`config.mk`:
```
export PLATFORM = sky130hd
export DESIGN_NAME = ftpc_top
export DESIGN_NICKNAME = d
export VERILOG_FILES = /design/src/ftpc_pkg.sv /design/src/ftpc_cnt_if.sv /design/src/ftpc_counter.sv /design/src/ftpc_top.sv
export SDC_FILE = /design/constraint.sdc
export NUM_CORES = 1
export LEC_CHECK = 0
export ABC_AREA = 1
export ABC_CLOCK_PERIOD_IN_PS = 3500
export BUFFER_PORTS_ARGS = -buffer_cell sky130_fd_sc_hd__buf_4
export CORE_UTILIZATION = 55
export CTS_BUF_LIST = sky130_fd_sc_hd__clkbuf_8
export DETAILED_ROUTE_END_ITERATION = 8
export GPL_TIMING_DRIVEN = 0
export PLACE_DENSITY_LB_ADDON = 0.08
export SLEW_MARGIN = 10
export SYNTH_ARGS = -nofsm -noshare
export SYNTH_HDL_FRONTEND = slang
export SYNTH_SLANG_ARGS = --single-unit
export TNS_END_PERCENT = 100
```
`constraint.sdc`:
```
create_clock -name clk -period 3.5 [get_ports clk]
set_input_delay 0.7 -clock clk [delete_from_list [all_inputs] [get_ports clk]]
set_output_delay 0.7 -clock clk [all_outputs]
set_load 0.1 [all_outputs]
```
`src/ftpc_pkg.sv`:
```
package ftpc_pkg;
   localparam int unsigned CNT_W_DEF = 8;
   localparam logic [11:0] OFS_SPEED_COUNT = 12'h000;
   localparam logic [11:0] OFS_PRELOAD = 12'h004;
   localparam logic [11:0] OFS_STATUS = 12'h008;
   localparam logic [11:0] OFS_LIVE = 12'h00c;
   localparam logic [7:0] RST_SPEED_COUNT = 8'h00;
   localparam logic [7:0] RST_PRELOAD = 8'h00;
   localparam logic [1:0] SETTLE_PULSES = 2'h2;
   localparam logic [1:0] RST_SETTLE = 2'h0;
   localparam int unsigned STAT_VALID_BIT = 0;
   localparam int unsigned STAT_RUN_BIT = 1;
   localparam int unsigned STAT_SETTLE_LSB = 2;
   typedef enum logic {
      FTPC_WAIT = 1'b0,
      FTPC_RUN = 1'b1
   } ftpc_state_t;
endpackage

```
`src/ftpc_cnt_if.sv`:
```
`timescale 1ns/100ps
interface ftpc_cnt_if #(
   parameter int unsigned W = 8
);
   logic restart;
   logic [W-1:0] start_value;
   logic [W-1:0] result;
   logic [W-1:0] live;
   logic pulse_done;
   logic running;
   modport ctl (
      output restart,
      output start_value,
      input result,
      input live,
      input pulse_done,
      input running
   );
   modport cnt (
      input restart,
      input start_value,
      output result,
      output live,
      output pulse_done,
      output running
   );
endinterface

```
`src/ftpc_counter.sv`:
```
`timescale 1ns/100ps
module ftpc_counter #(
   parameter int unsigned W = 8
) (
   input wire logic clk,
   input wire logic sys_rst,
   input wire logic tach,
   ftpc_cnt_if.cnt bus
);
   localparam logic [W-1:0] CNT_MAX = '1;

   // holds at all ones so a stalled fan reads as slowest, not fast
   function automatic logic [W-1:0] sat_inc(input logic [W-1:0] v);
      sat_inc = (v == CNT_MAX) ? v : v + W'(1);
   endfunction

   ftpc_pkg::ftpc_state_t state;
   logic tach_prev;
   logic rise;
   logic [W-1:0] count;

   if (W < 1 || W > 32) begin : g_bad_width
      $error("ftpc_counter: width must be 1 to 32");
   end

   // a pulse is one tach period, rising edge to rising edge
   assign rise = tach & ~tach_prev;
   assign bus.live = count;
   assign bus.running = (state == ftpc_pkg::FTPC_RUN);

   always_ff @(posedge clk) begin
      if (sys_rst) begin
         tach_prev <= 1'b0;
      end else begin
         tach_prev <= tach;
      end
   end

   // first edge after restart only arms; its period is partial
   always_ff @(posedge clk) begin
      if (sys_rst) begin
         state <= ftpc_pkg::FTPC_WAIT;
      end else if (bus.restart) begin
         state <= ftpc_pkg::FTPC_WAIT;
      end else if (rise) begin
         state <= ftpc_pkg::FTPC_RUN;
      end
   end

   always_ff @(posedge clk) begin
      if (sys_rst) begin
         count <= W'(ftpc_pkg::RST_PRELOAD);
      end else if (bus.restart) begin
         count <= bus.start_value;
      end else if (rise) begin
         // the edge cycle is the first cycle of the new period
         count <= sat_inc(bus.start_value);
      end else if (state == ftpc_pkg::FTPC_RUN) begin
         count <= sat_inc(count);
      end
   end

   always_ff @(posedge clk) begin
      if (sys_rst) begin
         bus.result <= W'(ftpc_pkg::RST_SPEED_COUNT);
      end else if (!bus.restart && rise && state == ftpc_pkg::FTPC_RUN) begin
         bus.result <= count;
      end
   end

   always_ff @(posedge clk) begin
      if (sys_rst) begin
         bus.pulse_done <= 1'b0;
      end else begin
         bus.pulse_done <= !bus.restart && rise
            && state == ftpc_pkg::FTPC_RUN;
      end
   end
endmodule

```
`src/ftpc_top.sv`:
```
`timescale 1ns/100ps
module ftpc_top #(
   parameter int unsigned CNT_W = ftpc_pkg::CNT_W_DEF
) (
   input wire logic clk,
   input wire logic sys_rst,
   input wire logic [11:0] paddr,
   input wire logic psel,
   input wire logic penable,
   input wire logic pwrite,
   input wire logic [31:0] pwdata,
   input wire logic [3:0] pstrb,
   input wire logic fan_channel_two,
   output logic [31:0] prdata,
   output logic pready,
   output logic pslverr
);
   logic access;
   logic commit;
   logic addr_hit;
   logic wr_pre;
   logic [CNT_W-1:0] preload;
   logic [1:0] settle;
   logic [31:0] next_rdata;

   ftpc_cnt_if #(.W(CNT_W)) cnt_bus ();

   if (CNT_W < 1 || CNT_W > 8) begin : g_bad_width
      $error("ftpc_top: count width must be 1 to 8");
   end

   ftpc_counter #(.W(CNT_W)) u_counter (
      .clk(clk),
      .sys_rst(sys_rst),
      .tach(fan_channel_two),
      .bus(cnt_bus.cnt)
   );

   // one wait state: data is registered on the same edge that raises pready
   assign access = psel & penable;
   assign commit = access & pready;
   assign wr_pre = commit & pwrite & pstrb[0]
      & (paddr == ftpc_pkg::OFS_PRELOAD);

   // the written value goes straight to the counter in the same edge
   assign cnt_bus.restart = wr_pre;
   assign cnt_bus.start_value = wr_pre ? pwdata[CNT_W-1:0] : preload;

   always_comb begin
      addr_hit = 1'b1;
      next_rdata = 32'h00000000;
      unique case (paddr)
         ftpc_pkg::OFS_SPEED_COUNT: begin
            next_rdata[CNT_W-1:0] = cnt_bus.result;
         end
         ftpc_pkg::OFS_PRELOAD: begin
            next_rdata[CNT_W-1:0] = preload;
         end
         ftpc_pkg::OFS_STATUS: begin
            next_rdata[ftpc_pkg::STAT_VALID_BIT] =
               (settle == ftpc_pkg::SETTLE_PULSES);
            next_rdata[ftpc_pkg::STAT_RUN_BIT] = cnt_bus.running;
            next_rdata[ftpc_pkg::STAT_SETTLE_LSB +: 2] = settle;
         end
         ftpc_pkg::OFS_LIVE: begin
            next_rdata[CNT_W-1:0] = cnt_bus.live;
         end
         default: begin
            addr_hit = 1'b0;
         end
      endcase
   end

   always_ff @(posedge clk) begin
      if (sys_rst) begin
         pready <= 1'b0;
      end else begin
         pready <= access & ~pready;
      end
   end

   always_ff @(posedge clk) begin
      if (sys_rst) begin
         pslverr <= 1'b0;
      end else begin
         pslverr <= access & ~pready & ~addr_hit;
      end
   end

   // reads of unmapped words return zero with an error
   always_ff @(posedge clk) begin
      if (sys_rst) begin
         prdata <= 32'h00000000;
      end else if (access & ~pready) begin
         prdata <= next_rdata;
      end
   end

   always_ff @(posedge clk) begin
      if (sys_rst) begin
         preload <= CNT_W'(ftpc_pkg::RST_PRELOAD);
      end else if (wr_pre) begin
         preload <= pwdata[CNT_W-1:0];
      end
   end

   // pulses seen since the last preload write, stops at two
   always_ff @(posedge clk) begin
      if (sys_rst) begin
         settle <= ftpc_pkg::RST_SETTLE;
      end else if (wr_pre) begin
         settle <= ftpc_pkg::RST_SETTLE;
      end else if (cnt_bus.pulse_done
         && settle != ftpc_pkg::SETTLE_PULSES) begin
         settle <= settle + 2'h1;
      end
   end
endmodule

```
# Yosys cells after proc, flatten, opt, wreduce, memory -nomap -nowiden
# Cells that the tools add are included.
[classes] muxes=9 n_eq_ne=8 n_addsub=3 bitwise_logic=11 reduce_logical=9
[op_table] op="8-bit 2-to-1 mux" n=6
[op_table] op="12-bit by 4-bit equality test with 1-bit output (second input constant)" n=2
[op_table] op="8-bit by 1-bit adder with 8-bit output (second input constant)" n=2
[op_table] op="8-bit equality test (second input constant)" n=2
[op_table] op="4-bit one-hot mux with 4 select lines" n=1
[op_table] op="12-bit by 3-bit equality test with 1-bit output (second input constant)" n=1
[op_table] op="12-bit logical NOT" n=1
[op_table] op="4-bit one-hot mux with 3 select lines" n=1
[op_table] op="1-bit AND" n=8
[op_table] op="4-bit OR reduction" n=1
[op_table] op="1-bit logical AND" n=3
[op_table] op="3-bit by 1-bit inequality test with 1-bit output (second input constant)" n=1
[op_table] op="1-bit inverter" n=3
[op_table] op="3-bit nonzero test" n=1
[op_table] op="2-bit by 1-bit adder with 2-bit output (second input constant)" n=1
[op_table] op="2-bit equality test (second input constant)" n=1
[op_table] op="2-bit inequality test (second input constant)" n=1
[op_table] op="2-bit AND reduction" n=1
[op_table] op="2-bit OR reduction" n=1
[op_table] op="1-bit logical NOT" n=1
[op_table] op="1-bit 2-to-1 mux" n=1
[totals] in_bits=54 word_cells=50 ff_bits=39

# Longest topological paths before layout
# Gate-level depths: netlist of run 1.
[depth] depth_word=10 depth_mapped=17

# Cells and area by module
# From an unflattened synthesis of run 1, not the netlist that was laid out.
[unflattened] cells_unflattened=368 hier_area_um2=2585.0
[modules_own_cells] module="ftpc_top" cells_per_inst=189 area_per_inst_um2=1356.3 n_inst=1
[modules_own_cells] module="ftpc_counter" cells_per_inst=179 area_per_inst_um2=1228.7 n_inst=1

# Worst setup path before layout of run 1
# No wires, ideal clock.
[synth_path] path_kind="register -> register" start="register pready" end="register u_counter.count[2] (netlist: u_counter.bus.live[2])" slack_ns=0.539 n_path_buf=2 setup_ns=0.066 synth_period_minus_slack_ns=2.961 arrival_time_ns=2.895 required_time_ns=3.434 path_stages_with_launch=16 path_cell_list="dfxtp_1 -> nand3_1 -> nor2_1 -> nand3_2 -> buf_6 -> buf_6 -> o21ai_4 -> ha_1 -> nand3_1 -> nor2_4 -> nand2_4 -> nor2_8 -> nor2_1 -> o21bai_1 -> nand2_1 -> a21oi_2"
[synth_between] elab_chain_cells=9 word_cells_on_any_way=13 cone_classes="1 x add/sub; 2 x eq/ne; 4 x mux; 4 x bitwise; 2 x reduce/logical"
[synth_rtl] element="start, declared" line="ftpc_top.sv:15" text="output logic pready,"
[synth_rtl] element="start signal, assigned" line="ftpc_top.sv:78" text="pready <= access & ~pready;"
[synth_rtl] element="1-bit AND *" line="ftpc_top.sv:41" text="assign commit = access & pready;"
[synth_rtl] element="1-bit AND * (2 in a row)" line="ftpc_top.sv:42" text="assign wr_pre = commit & pwrite & pstrb[0]"
[synth_rtl] element="1-bit AND *" line="ftpc_top.sv:43" text="& (paddr == ftpc_pkg::OFS_PRELOAD);"
[synth_rtl] element="8-bit 2-to-1 mux *"
[synth_rtl] element="via cnt_bus.start_value[0]" line="ftpc_cnt_if.sv:6" text="logic [W-1:0] start_value;"
[synth_rtl] element="8-bit by 1-bit adder with 8-bit output or 8-bit equality test (tied branches)" line="ftpc_counter.sv:14" text="sat_inc = (v == CNT_MAX) ? v : v + W'(1);"
[synth_rtl] element="8-bit 2-to-1 mux *" line="ftpc_counter.sv:14"
[synth_rtl] element="8-bit 2-to-1 mux *" line="ftpc_counter.sv:55" text="end else if (rise) begin"
[synth_rtl] element="8-bit 2-to-1 mux *" line="ftpc_counter.sv:53" text="end else if (bus.restart) begin"
[synth_rtl] element="end signal, assigned" line="ftpc_counter.sv:52" text="count <= W'(ftpc_pkg::RST_PRELOAD);"
[synth_rtl] element="end signal, assigned" line="ftpc_counter.sv:54" text="count <= bus.start_value;"
[synth_rtl] element="end signal, assigned" line="ftpc_counter.sv:57" text="count <= sat_inc(bus.start_value);"
[synth_rtl] element="end, declared" line="ftpc_counter.sv:20" text="logic [W-1:0] count;"
# Mark *: on every way through the listed nets, which the timed path passes. The rest lies on a longest branch.
# A chain may end at the register's enable or synchronous reset.

# Worst setup path after layout of run 1
[layout_path] start="input port paddr[0]" end="register u_counter.count[4] (netlist: u_counter.bus.live[4])"
[layout_between] elab_chain_cells=7 word_cells_on_any_way=11 cone_classes="1 x add/sub; 3 x eq/ne; 4 x mux; 1 x bitwise; 2 x reduce/logical"
[layout_rtl] element="start, declared" line="ftpc_top.sv:7" text="input wire logic [11:0] paddr,"
[layout_rtl] element="12-bit by 3-bit equality test with 1-bit output *" line="ftpc_top.sv:43"
[layout_rtl] element="1-bit AND *" line="ftpc_top.sv:43"
[layout_rtl] element="8-bit 2-to-1 mux *"
[layout_rtl] element="via cnt_bus.start_value[0]" line="ftpc_cnt_if.sv:6"
[layout_rtl] element="8-bit by 1-bit adder with 8-bit output or 8-bit equality test (tied branches)" line="ftpc_counter.sv:14"
[layout_rtl] element="8-bit 2-to-1 mux *" line="ftpc_counter.sv:14"
[layout_rtl] element="8-bit 2-to-1 mux *" line="ftpc_counter.sv:55"
[layout_rtl] element="8-bit 2-to-1 mux *" line="ftpc_counter.sv:53"
# Marks and branches as above.

==> results of run 1 <==
[per-layer routing]
metal  vias to the layer above  track usage, %  routed length [um]
met2                       114           45.22                2775
met5                         -               0                   0
met1                      1075           34.25                2518
met4                         0           13.54                 163
li1                       1226               -                   -
met3                        15           6.833                 635
[cell families (layout without fill, tap and decap cells)]
kind of cell / count (synthesis) / count (layout) / synth area share [%]
and+or+nand+nor: 146 / 146 / 28.13
buffers and inverters: 87 / 131 / 17.99
AOI/OAI and AO/OA: 73 / 73 / 18.46
DFF: 39 / 39 / 32.26
xor gates and xnor gates: 4 / 4 / 1.448
adders and majority gates: 3 / 3 / 1.551
other: 1 / 24 / 0.1550
[flip-flops by register name (all words and copies together), names as in the netlist]
register                  cells
preload                       8
u_counter.bus.live            8
settle                        2
pready                        1
prdata                        8
u_counter.bus.result          8
pslverr                       1
u_counter.bus.pulse_done      1
u_counter.tach_prev           1
u_counter.bus.running         1
[placed cells by master, fill, tap and decap left out, types with 2 or more instances in the layout]
cell      count
a21oi_2       2
clkbuf_1      4
conb_1       24
nor2_1       27
ha_1          3
clkbuf_8      5
clkinv_1      3
o211ai_1      2
o21bai_1      2
o221ai_1      2
xor2_1        3
nor2_2        4
o21ai_0      23
nand2_1      69
inv_1        52
buf_6         2
o22ai_1       7
a221oi_1      3
buf_4        61
o21ai_4       3
nand2_2       8
nand3_1      18
dfxtp_1      39
inv_2         2
nand4_1       9
nor3_1        3
nor2_4        2
a21oi_1      27
[path summary, 6_finish.rpt]
| check | from | endpoint | slack, ns | cells after the start |
|---|---|---|---|---|
| setup / recovery | paddr[0] | u_counter.bus.live[4] | 0.76 | 17 |
| hold / removal | u_counter.bus.result[0] | u_counter.bus.result[0] | 0.47 | 2 |
| setup reg to reg | pready | u_counter.bus.live[4] | 0.92 | 15 |
| hold reg to reg | u_counter.bus.result[0] | u_counter.bus.result[0] | 0.47 | 2 |
[worst register-to-register path, stage by stage (launching register included)]
cell	delay, ns
dfxtp_1	0.35
nand3_1	0.08
nor2_1	0.30
nand3_2	0.13
buf_6	0.17
buf_6	0.15
o21ai_4	0.23
ha_1	0.23
nand3_1	0.14
nor2_4	0.16
nand2_4	0.10
nor2_8	0.12
nor2_1	0.05
o21bai_1	0.11
nand2_1	0.08
a21oi_2	0.11
[report_power, final]
part / total [mW] / switching, mW / internal [mW]
Clock: 0.306 / 0.169 / 0.136
Combinational: 0.247 / 0.184 / 0.0630
Sequential: 0.474 / 0.0153 / 0.459
[stage by stage]
stage | hold WS, ns | area [um^2]
after global placement | 0.4406 | 2839
final | 0.4660 | 2924
after CTS | 0.4685 | 2924
after global routing | 0.4797 | 2924
after detailed placement | 0.4572 | 2839
after floorplan | 0.4239 | 2506
[final cells by class]
cell class | count | area (um^2) | share of cell area (%)
buffer | 31 | 225.2 | 7.702
tap | 50 | 62.56 | 2.139
multi-input combinational | 250 | 1290 | 44.12
clock buffer | 5 | 68.82 | 2.353
sequential | 39 | 780.7 | 26.70
inverter | 56 | 210.2 | 7.189
clock inverter | 3 | 16.27 | 0.5563
timing repair buffer | 36 | 270.3 | 9.243
[Yosys cell counts, drive strengths merged]
| master | count |
|---|---|
| a21oi | 29 |
| nor2 | 34 |
| o31ai | 1 |
| a221oi | 3 |
| o211ai | 2 |
| inv | 53 |
| xor2 | 3 |
| o221ai | 2 |
| clkinv | 3 |
| nor4 | 1 |
| o21bai | 2 |
| o22ai | 7 |
| nand3b | 1 |
| o21ai | 27 |
| conb | 1 |
| nor3 | 3 |
| clkbuf | 4 |
| or2 | 1 |
| nand2 | 78 |
| xnor2 | 1 |
| dfxtp | 39 |
| nand3 | 19 |
| buf | 27 |
| ha | 3 |
| nand4 | 9 |
==> metrics.md, run 1 <==
| Metric | Value |
|---|---|
| Status | `complete, no violations` |
| Clock Path Buffers | `2` |
| Vias in the first global route | `2,089` |
| Min setup slack post-route | `0.7580 ns` |
| Leakage power | `1.416 nW` |
| Total clock buffers created by CTS | `5` |
| I/O pin total | `88` |
| Initial Utilization | `58.80%` |
| DRT Pass-1 Iters | `5` |
| # diodes | `0` |
| CP cell instances | `buf_4 > inv_1 > nand2_1 > nor2_2 > nand3_2 > buf_6 > buf_6 > o21ai_4 > ha_1 > nand3_1 > nor2_4 > nand2_4 > nor2_8 > nor2_1 > o21bai_1 > nand2_1 > a21oi_2` |
| Routed WL per cell | `12.96 um` |
| Family with the most delay on the worst path | `simple AND/OR/NAND/NOR gates` |
| Mapped Area | `2420 um^2` |
| Crit-path slowest cell | `nor2_2` |
| Netlist cell types | `36` |
| Pwr Density | `351.1 nW/um^2` |
| Total grt overflow | `0` |
| Largest cells by area after synthesis | `dfxtp_1, nand2_1, inv_1` |
| GR Util All Layers | `27.90%` |
| Final hold vios | `0` |
| Worst setup EP type | `flop` |
| WP data arrival | `2.98 ns` |
| # resized after CTS | `0` |
| WP data required | `3.74 ns` |
| Critical Path Max Stage Delay | `0.24 ns` |
| CTS H-Tree Depth | `2` |
| Routed Antenna Nets | `0` |
| FP Rows | `23` |
| Initial antenna violation count | `0` |
| Finished Core Util | `71.06%` |
| Vias per Instance | `5.170` |
| Post-route DRC violation count | `0` |
| Fmax | `0.3647 GHz` |
| Final TNS setup | `0 ns` |
| Share of the synthesized area in the top cell type | `32.26%` |
| Min Tclk post-route | `2.742 ns` |
| Worst-Skew Late Latency | `0.30 ns` |
| Dpl ws | `0.4664 ns` |
| Final setup viols | `0` |
| Placed cells | `462` |
| Clock Root Buffer | `clkbuf_8` |
| Die height | `68.33 um` |
| DP Wirelength | `4693 um` |
| Cell taking the most area after synthesis | `dfxtp_1` |
| DR iter-0 viols | `166` |
| IO buf count | `36` |
| Core area | `4115 um^2` |
| Period Utilization, post-route | `78.34%` |
| Post-CTS setup buffers | `0` |
| VDD IR-drop max | `258.6 uV` |
| CTS tree | `done` |
| Final std cells w/o fill | `470` |
| Routability cong. | `0.9856` |
| Die Area | `4669 um^2` |
| Clock Sinks | `39` |
| First-pass GRT wire length | `9308 um` |
| Fin nets | `476` |
| Hold crit path type | `flop to flop` |
| Die X | `68.33 um` |
| RSZ-0062 raised after global routing | `no` |
| Slew margin rel. | `62.60%` |
| Mean post-synth cell area | `6.855 um^2` |
| Clk slew on worst S/H paths | `0.08 ns` |
| Vias | `2,430` |
| Maxcap violations | `0` |
| Total power | `1.027 mW` |
| CP bufs+invs | `4` |
| WL final | `6092 um` |
| Filler cells | `364` |
| Hold-fix buffer count after cts | `0` |
| Slew @ Worst Pin | `0.5610 ns` |
| Startpoint Class | `input pin` |
| Worst clock skew | `0.006324 ns` |
| Slew Limit Fails | `0` |
| Yosys warns | `0` |
| Synth Instances | `353` |
| Largest net degree at the start of global routing | `13` |
| Sequential share of the synthesized area | `32.26%` |
| Worst Path Max Fanout | `10` |
| Synthesis-stage register bit count | `39` |
| Area growth, synth to finish | `20.84%` |
| WS Path Type | `input pin to flop` |
| Share of layout cells above drive strength 1 | `22.62%` |
No activity file was read; power rests on OpenSTA's default activity.
==> run 2, diff against run 1 <==
--- a/config.mk
+++ b/config.mk
@@ -5,10 +5,10 @@
 export SDC_FILE = /design/constraint.sdc
 export NUM_CORES = 1
 export LEC_CHECK = 0
-export ABC_AREA = 1
-export ABC_CLOCK_PERIOD_IN_PS = 3500
+export ABC_AREA = 0
+export ABC_CLOCK_PERIOD_IN_PS = 2690
 export BUFFER_PORTS_ARGS = -buffer_cell sky130_fd_sc_hd__buf_4
-export CORE_UTILIZATION = 55
+export CORE_UTILIZATION = 51
 export CTS_BUF_LIST = sky130_fd_sc_hd__clkbuf_8
 export DETAILED_ROUTE_END_ITERATION = 8
 export GPL_TIMING_DRIVEN = 0
==> constraint.sdc (replaced) <==
create_clock -name clk -period 2.69 [get_ports clk]
set_input_delay 0.538 -clock clk [delete_from_list [all_inputs] [get_ports clk]]
set_output_delay 0.538 -clock clk [all_outputs]
set_load 0.1 [all_outputs]
==> run 2 against run 1 <==
  * The run now ends with setup timing left
  * Synthesized cell count fell by 22%
  * Final area grew 3.6%
  * Clock power is 27% higher
  * Worst hold slack got worse by 0.0093 ns
  * Total power is 27% higher
==> metrics.md, run 2 <==
| Metric | Value |
|---|---|
| Final setup viols | `8` |
| First-pass GRT wire length | `8763 um` |
| Mean post-synth cell area | `8.285 um^2` |
| RSZ-0062 raised after global routing | `yes` |
| Mapped Area | `2278 um^2` |
| Slew Limit Fails | `0` |
| Main synth FF type | `dfxtp_1` |
| Clock Sinks | `39` |
| Synth cell count leaders | `dfxtp_1, nand2_1, nor2_1, buf_4, a21oi_1` |
| Pwr Density | `429.3 nW/um^2` |
| Clk slew on worst S/H paths | `0.08 ns` |
| Die Area | `4739 um^2` |
| Fmax | `0.3447 GHz` |
| Async SR Flop Fraction | `0%` |
| Area growth, synth to finish | `32.95%` |
| Startpoint Class | `input pin` |
| Cell taking the most area after synthesis | `dfxtp_1` |
| Leakage power | `1.279 nW` |
| Core area | `4144 um^2` |
| Period Utilization, post-route | `107.8%` |
| Area of the multi-input gates | `1435 um^2` |
| Maxcap violations | `0` |
| Final TNS setup | `-0.8899 ns` |
| Synthesis-stage register bit count | `39` |
| Routed Antenna Nets | `0` |
| Most numerous cell in the Yosys netlist | `dfxtp_1` |
| Netlist cell types | `44` |
| Post-synth EDFFs | `0` |
| Sequential share of the synthesized area | `34.27%` |
| Vias | `2,146` |
| FP Rows | `23` |
| Share of layout cells above drive strength 1 | `32.12%` |
| WS Path Type | `input pin to flop` |
| Vias in the first global route | `1,879` |
| IO buf count | `35` |
| Final hold vios | `0` |
| Vias per Instance | `5.260` |
| Total clock buffers created by CTS | `5` |
| Critical Path Max Stage Delay | `0.54 ns` |
| Combinational power share | `24.1%` |
| Slew @ Worst Pin | `0.7180 ns` |
| Most frequent cells in the layout | `buf_4, dfxtp_1, nor2_1` |
| Seq. cell area | `782.0 um^2` |
| Synth Instances | `275` |
| DRT Pass-1 Iters | `4` |
| Initial Utilization | `54.98%` |
| # diodes | `0` |
| Crit-path slowest cell | `or4_4` |
| Clk pwr share | `29.9%` |
| DR iter-0 viols | `130` |
| VDD IR-drop max | `275.1 uV` |
| Filler cells | `339` |
| Initial antenna violation count | `0` |
| Leading cell type in the layout, fill and taps excluded | `buf_4` |
| Routed WL per cell | `13.89 um` |
| CP cell instances | `buf_6 > or4_4 > nor4_4 > buf_4 > and2_4 > nand2_4 > nand2_4 > ha_4 > nand4_1 > or2_4 > mux2_4 > o211ai_1 > a21oi_1` |
| CP Launch Point | `paddr[8]` |
| GR Util All Layers | `25.85%` |
| Fin nets | `414` |
| Hold Path Origin | `prdata[0]` |
| Share of the synthesized area in the top cell type | `34.27%` |
| Clock Path Buffers | `2` |
| CTS tree | `done` |
| Hold Path Depth | `2` |
| DP Wirelength | `4005 um` |
| Largest net degree at the start of global routing | `13` |
| WP data arrival | `3.06 ns` |
| Total grt overflow | `0` |
| Slew margin rel. | `52.01%` |
| Status | `complete, but fails checks` |
| Worst-Skew Late Latency | `0.30 ns` |
| Int Power | `0.8523 mW` |
| Routability cong. | `0.9366` |
| Die X | `68.84 um` |
| Post-route DRC violation count | `0` |
| Min setup slack post-route | `-0.2108 ns` |
| Worst Path Max Fanout | `4` |
| Register-to-register setup slack | `-0.10 ns` |
| Hold-fix buffer count after cts | `0` |
| Hold crit path type | `flop to flop` |
| Net Sw Frac | `34.46%` |
| Reg2reg start | `pready` |
| Final Instance Area | `3029 um^2` |
| I/O pin total | `88` |
| Worst clock skew | `0.004739 ns` |
| Min Tclk post-route | `2.901 ns` |
| Seq pwr share | `46.0%` |
| Placed cell areas | `2713 um^2` |
| Failing checks | `setup timing` |
| Clock Root Buffer | `clkbuf_8` |
| Total power | `1.300 mW` |
| Yosys warns | `0` |
| Net Sw Power | `0.4480 mW` |
| Worst Reg-to-Reg Cells | `11` |
| CTS H-Tree Depth | `2` |
| Worst setup EP type | `flop` |
| WL final | `5666 um` |
| Largest cells by area after synthesis | `dfxtp_1, buf_4, mux2i_1` |
| Crit path top cell by count | `nand2_4` |
| WP data required | `2.85 ns` |
| Die height | `68.84 um` |
==> run 2: cell types whose count changed in the layout (fill, tap and decap cells not counted), sizes merged, moves of 9 or more <==
cell    previous run  this run
inv               54         2
clkbuf             9        18
o21ai             27         9
nand2             78        31
mux2i              0        16
buf               63        78
==> run 2: worst paths after layout <==
check                               end
setup / recovery  u_counter.bus.live[1]
hold / removal                prdata[0]
setup reg to reg  u_counter.bus.live[1]
hold reg to reg               prdata[0]
==> run 2: through the flow <==
stage	util (%)	instances	hold slack, ns	setup slack, ns
final	73.10	408	0.4567	-0.2108
after detailed placement	65.46	383	0.4488	-0.9737
after global routing	73.10	408	0.4937	-0.3006
after global placement	65.46	383	0.4429	-0.9545
after floorplan	-	298	0.4554	-0.5249
after CTS	71.59	402	0.4598	-0.1638
==> run 2: critical path, delay by kind of cell <==
family	cells	cell delay (ns)
AND/OR/NAND/NOR	7	1.58
AO/OA/AOI/OAI	2	0.24
buffers and inverters	2	0.26
multiplexers	1	0.30
adder cells (fa/ha/maj)	1	0.15
==> run 2: cell type report <==
class                      count  area share, %
tap                           50          2.065
clock buffer                   5          2.272
clock inverter                 3         0.4957
sequential                    39          25.82
multi-input combinational    218          47.38
buffer                        37          7.559
timing repair buffer          54          14.17
inverter                       2         0.2478
==> run 2: repair_timing <==
| item | CTS | global route |
|---|---|---|
| setup endpoints to repair | 8 | 8 |
| buffers inserted | 12 | 7 |
| resized for setup | 18 | 4 |
| pin swaps | 16 | 15 |
==> run 2: logic make-up (layout without fill, tap and decap cells) <==
group	Yosys count	count (layout)	share of synthesized area, %
xor gates and xnor gates	4	4	1.538
and+or+nand+nor	108	108	23.56
muxes	22	22	11.97
buffers and inverters	41	101	10.93
other	1	24	0.1646
adders and majority gates	3	3	1.648
DFF	39	39	34.27
AOI/OAI and AO/OA	57	57	15.93
==> run 2: routing by layer <==
metal | track usage [%] | up-vias | wire [um]
met2 | 44.05 | 79 | 2744
met5 | 0 | - | 0
met3 | 6.250 | 9 | 472
li1 | - | 1091 | -
met4 | 8.673 | 0 | 75
met1 | 31.62 | 967 | 2373
==> run 2: power by group through the flow <==
stage                     Combinational [mW]  Clock (mW)  Sequential [mW]
after floorplan                        0.248           0            0.617
final                                  0.314       0.389            0.598
after CTS                              0.312       0.392            0.598
after detailed placement               0.310           0            0.611
after global routing                   0.333       0.427            0.600
after global placement                 0.308           0            0.611
==> run 3, diff against run 2 <==
--- a/config.mk
+++ b/config.mk
@@ -8,7 +8,9 @@
 export ABC_AREA = 0
 export ABC_CLOCK_PERIOD_IN_PS = 2690
 export BUFFER_PORTS_ARGS = -buffer_cell sky130_fd_sc_hd__buf_4
-export CORE_UTILIZATION = 51
+export CELL_PAD_IN_SITES_DETAIL_PLACEMENT = 2
+export CELL_PAD_IN_SITES_GLOBAL_PLACEMENT = 2
+export CORE_UTILIZATION = 28
 export CTS_BUF_LIST = sky130_fd_sc_hd__clkbuf_8
 export DETAILED_ROUTE_END_ITERATION = 8
 export GPL_TIMING_DRIVEN = 0
==> run 3 against run 2 <==
  * The flow still finishes with violations (setup timing)
  * Worst hold slack better by 0.0041 ns
  * Global-route usage decreased by 7.0 points
  * Die area is 79% higher
  * Non-clock buffer count is 3 lower
  * Critical path type unchanged
  * Setup slack gained 0.064 ns
  * Highest routed layer unchanged
  * Critical endpoint unchanged
==> metrics.md, run 3 (same netlist as run 2, synthesis figures left out) <==
| Metric | Value |
|---|---|
| First-pass GRT wire length | `12,440 um` |
| Total grt overflow | `0` |
| Vias in the first global route | `2,336` |
| DP Wirelength | `5473 um` |
| DR iter-0 viols | `43` |
| Die Area | `8502 um^2` |
| Finished Core Util | `39.31%` |
| Routed Antenna Nets | `0` |
| Worst-Skew Late Latency | `0.29 ns` |
| Slew Limit Fails | `0` |
| Filler cells | `883` |
| Clock Root Buffer | `clkbuf_8` |
| Final TNS setup | `-0.5626 ns` |
| Hold Path Origin | `prdata[1]` |
| Fin nets | `411` |
| Hold Path Depth | `2` |
| Slew margin rel. | `54.99%` |
| WP data arrival | `2.99 ns` |
| Min Tclk post-route | `2.837 ns` |
| Initial antenna violation count | `0` |
| Routability cong. | `0.7987` |
| Post-route DRC violation count | `0` |
| Vias per Instance | `4.836` |
| Final setup viols | `8` |
| Clock Path Buffers | `2` |
| Initial Utilization | `29.18%` |
| Routed WL per cell | `16.22 um` |
| Share of layout cells above drive strength 1 | `31.07%` |
| Register-to-register setup slack | `0.01 ns` |
| # diodes | `0` |
| Grt met1 use | `22.90%` |
| VDD IR-drop max | `203.1 uV` |
| Leakage power | `1.248 nW` |
| WHS Endpoint | `prdata[1]` |
| Final hold vios | `0` |
| WS Path Type | `input pin to flop` |
| Min setup slack post-route | `-0.1465 ns` |
| DRT Pass-1 Iters | `4` |
| Worst setup EP type | `flop` |
| Reg2reg start | `pready` |
| Hold-fix buffer count after cts | `0` |
| Maxcap violations | `0` |
| Hold crit path type | `flop to flop` |
| Most frequent cells in the layout | `buf_4, dfxtp_1, nor2_1` |
| Die height | `92.21 um` |
| Most Crowded Layer GR | `met2` |
| Clock Sinks | `39` |
| Slew @ Worst Pin | `0.6751 ns` |
| Period Utilization, post-route | `105.4%` |
| CTS H-Tree Depth | `2` |
| I/O pin total | `88` |
| Total power | `1.329 mW` |
| Worst clock skew | `0.004142 ns` |
| Fmax | `0.3525 GHz` |
| Startpoint Class | `input pin` |
| Area growth, synth to finish | `34.71%` |
| Failing checks | `setup timing` |
| Met3 Track Usage GR | `2.985%` |
| Leading cell type in the layout, fill and taps excluded | `buf_4` |
| Worst Reg-to-Reg Cells | `11` |
| Total clock buffers created by CTS | `5` |
| R2r endpoint | `u_counter.bus.live[1]` |
| Clk slew on worst S/H paths | `0.08 ns` |
| IO buf count | `35` |
| Core area | `7807 um^2` |
| Hold_ws | `0.4607 ns` |
| WL final | `7398 um` |
| FP Rows | `32` |
| Largest net degree at the start of global routing | `12` |
| Pwr Density | `433.0 nW/um^2` |
| CTS tree | `done` |
| Vias | `2,205` |
| Die X | `92.21 um` |
| RSZ-0062 raised after global routing | `yes` |
| Grt met2 use | `34.51%` |
| Worst Path Max Fanout | `4` |
| WP data required | `2.85 ns` |
| GR Util All Layers | `18.89%` |
| Status | `complete, but fails checks` |
run 3: changes by cell type in the layout (fill, tap and decap cells not counted), sizes merged:
cell / previous run / this run
clkinv: 3 / 1
buf: 78 / 75
clkbuf: 18 / 19
run 3: critical path, cell delays in order:
cell      delay [ns]
buf_6           0.09
or4_4           0.54
nor4_4          0.24
buf_6           0.17
and2_4          0.20
nand2_4         0.07
nand2_4         0.06
ha_4            0.15
nand4_1         0.12
or2_4           0.29
mux2_2          0.28
o211ai_1        0.16
a21oi_1         0.08
run 3: routing by layer:
layer | wire length, um | vias to the layer above
li1 | - | 1083
met1 | 3199 | 1068
met2 | 3802 | 48
met3 | 317 | 6
met4 | 78 | 0
met5 | 0 | -
run 3: final cells by class:
class                      instances  area [um^2]  area share (%)
buffer                            38        240.2           7.827
clock inverter                     1        5.005          0.1631
inverter                           2        7.507          0.2446
timing repair buffer              50        390.4           12.72
multi-input combinational        218         1434           46.72
tap                              102        127.6           4.158
clock buffer                       6        82.58           2.691
sequential                        39        782.0           25.48
run 3: worst max-delay path by stage:
stage / end / from / depth (start not counted)
after floorplan: u_counter.bus.live[1] / paddr[7] / 12
after global placement: u_counter.bus.live[1] / paddr[7] / 13
after detailed placement: u_counter.bus.live[1] / paddr[7] / 13
after CTS: u_counter.bus.live[1] / paddr[8] / 13
after global routing: u_counter.bus.live[1] / paddr[8] / 13
final: u_counter.bus.live[1] / paddr[8] / 13
run 3: what timing repair did:
item,4_1_cts,5_1_grt
setup buffers,12,3
pin swaps,10,3
setup endpoints to repair,8,8
gates resized for setup,16,5
run 3: stage by stage:
step                      instance area, um^2  cells  worst slack, ns
after floorplan                          2387    298          -0.5249
after global placement                   2778    435           -1.071
after detailed placement                 2778    435           -1.126
after CTS                                3023    453          -0.1906
after global routing                     3069    456          -0.2771
final                                    3069    456          -0.1465
run 3: power breakdown:
| part | switching [mW] | leakage, nW | total (mW) | internal, mW |
|---|---|---|---|---|
| Combinational | 0.234 | 0.884 | 0.322 | 0.0880 |
| Sequential | 0.0100 | 0.316 | 0.598 | 0.588 |
| Clock | 0.207 | 0.0470 | 0.409 | 0.201 |
| Total | 0.452 | 1.25 | 1.33 | 0.877 |
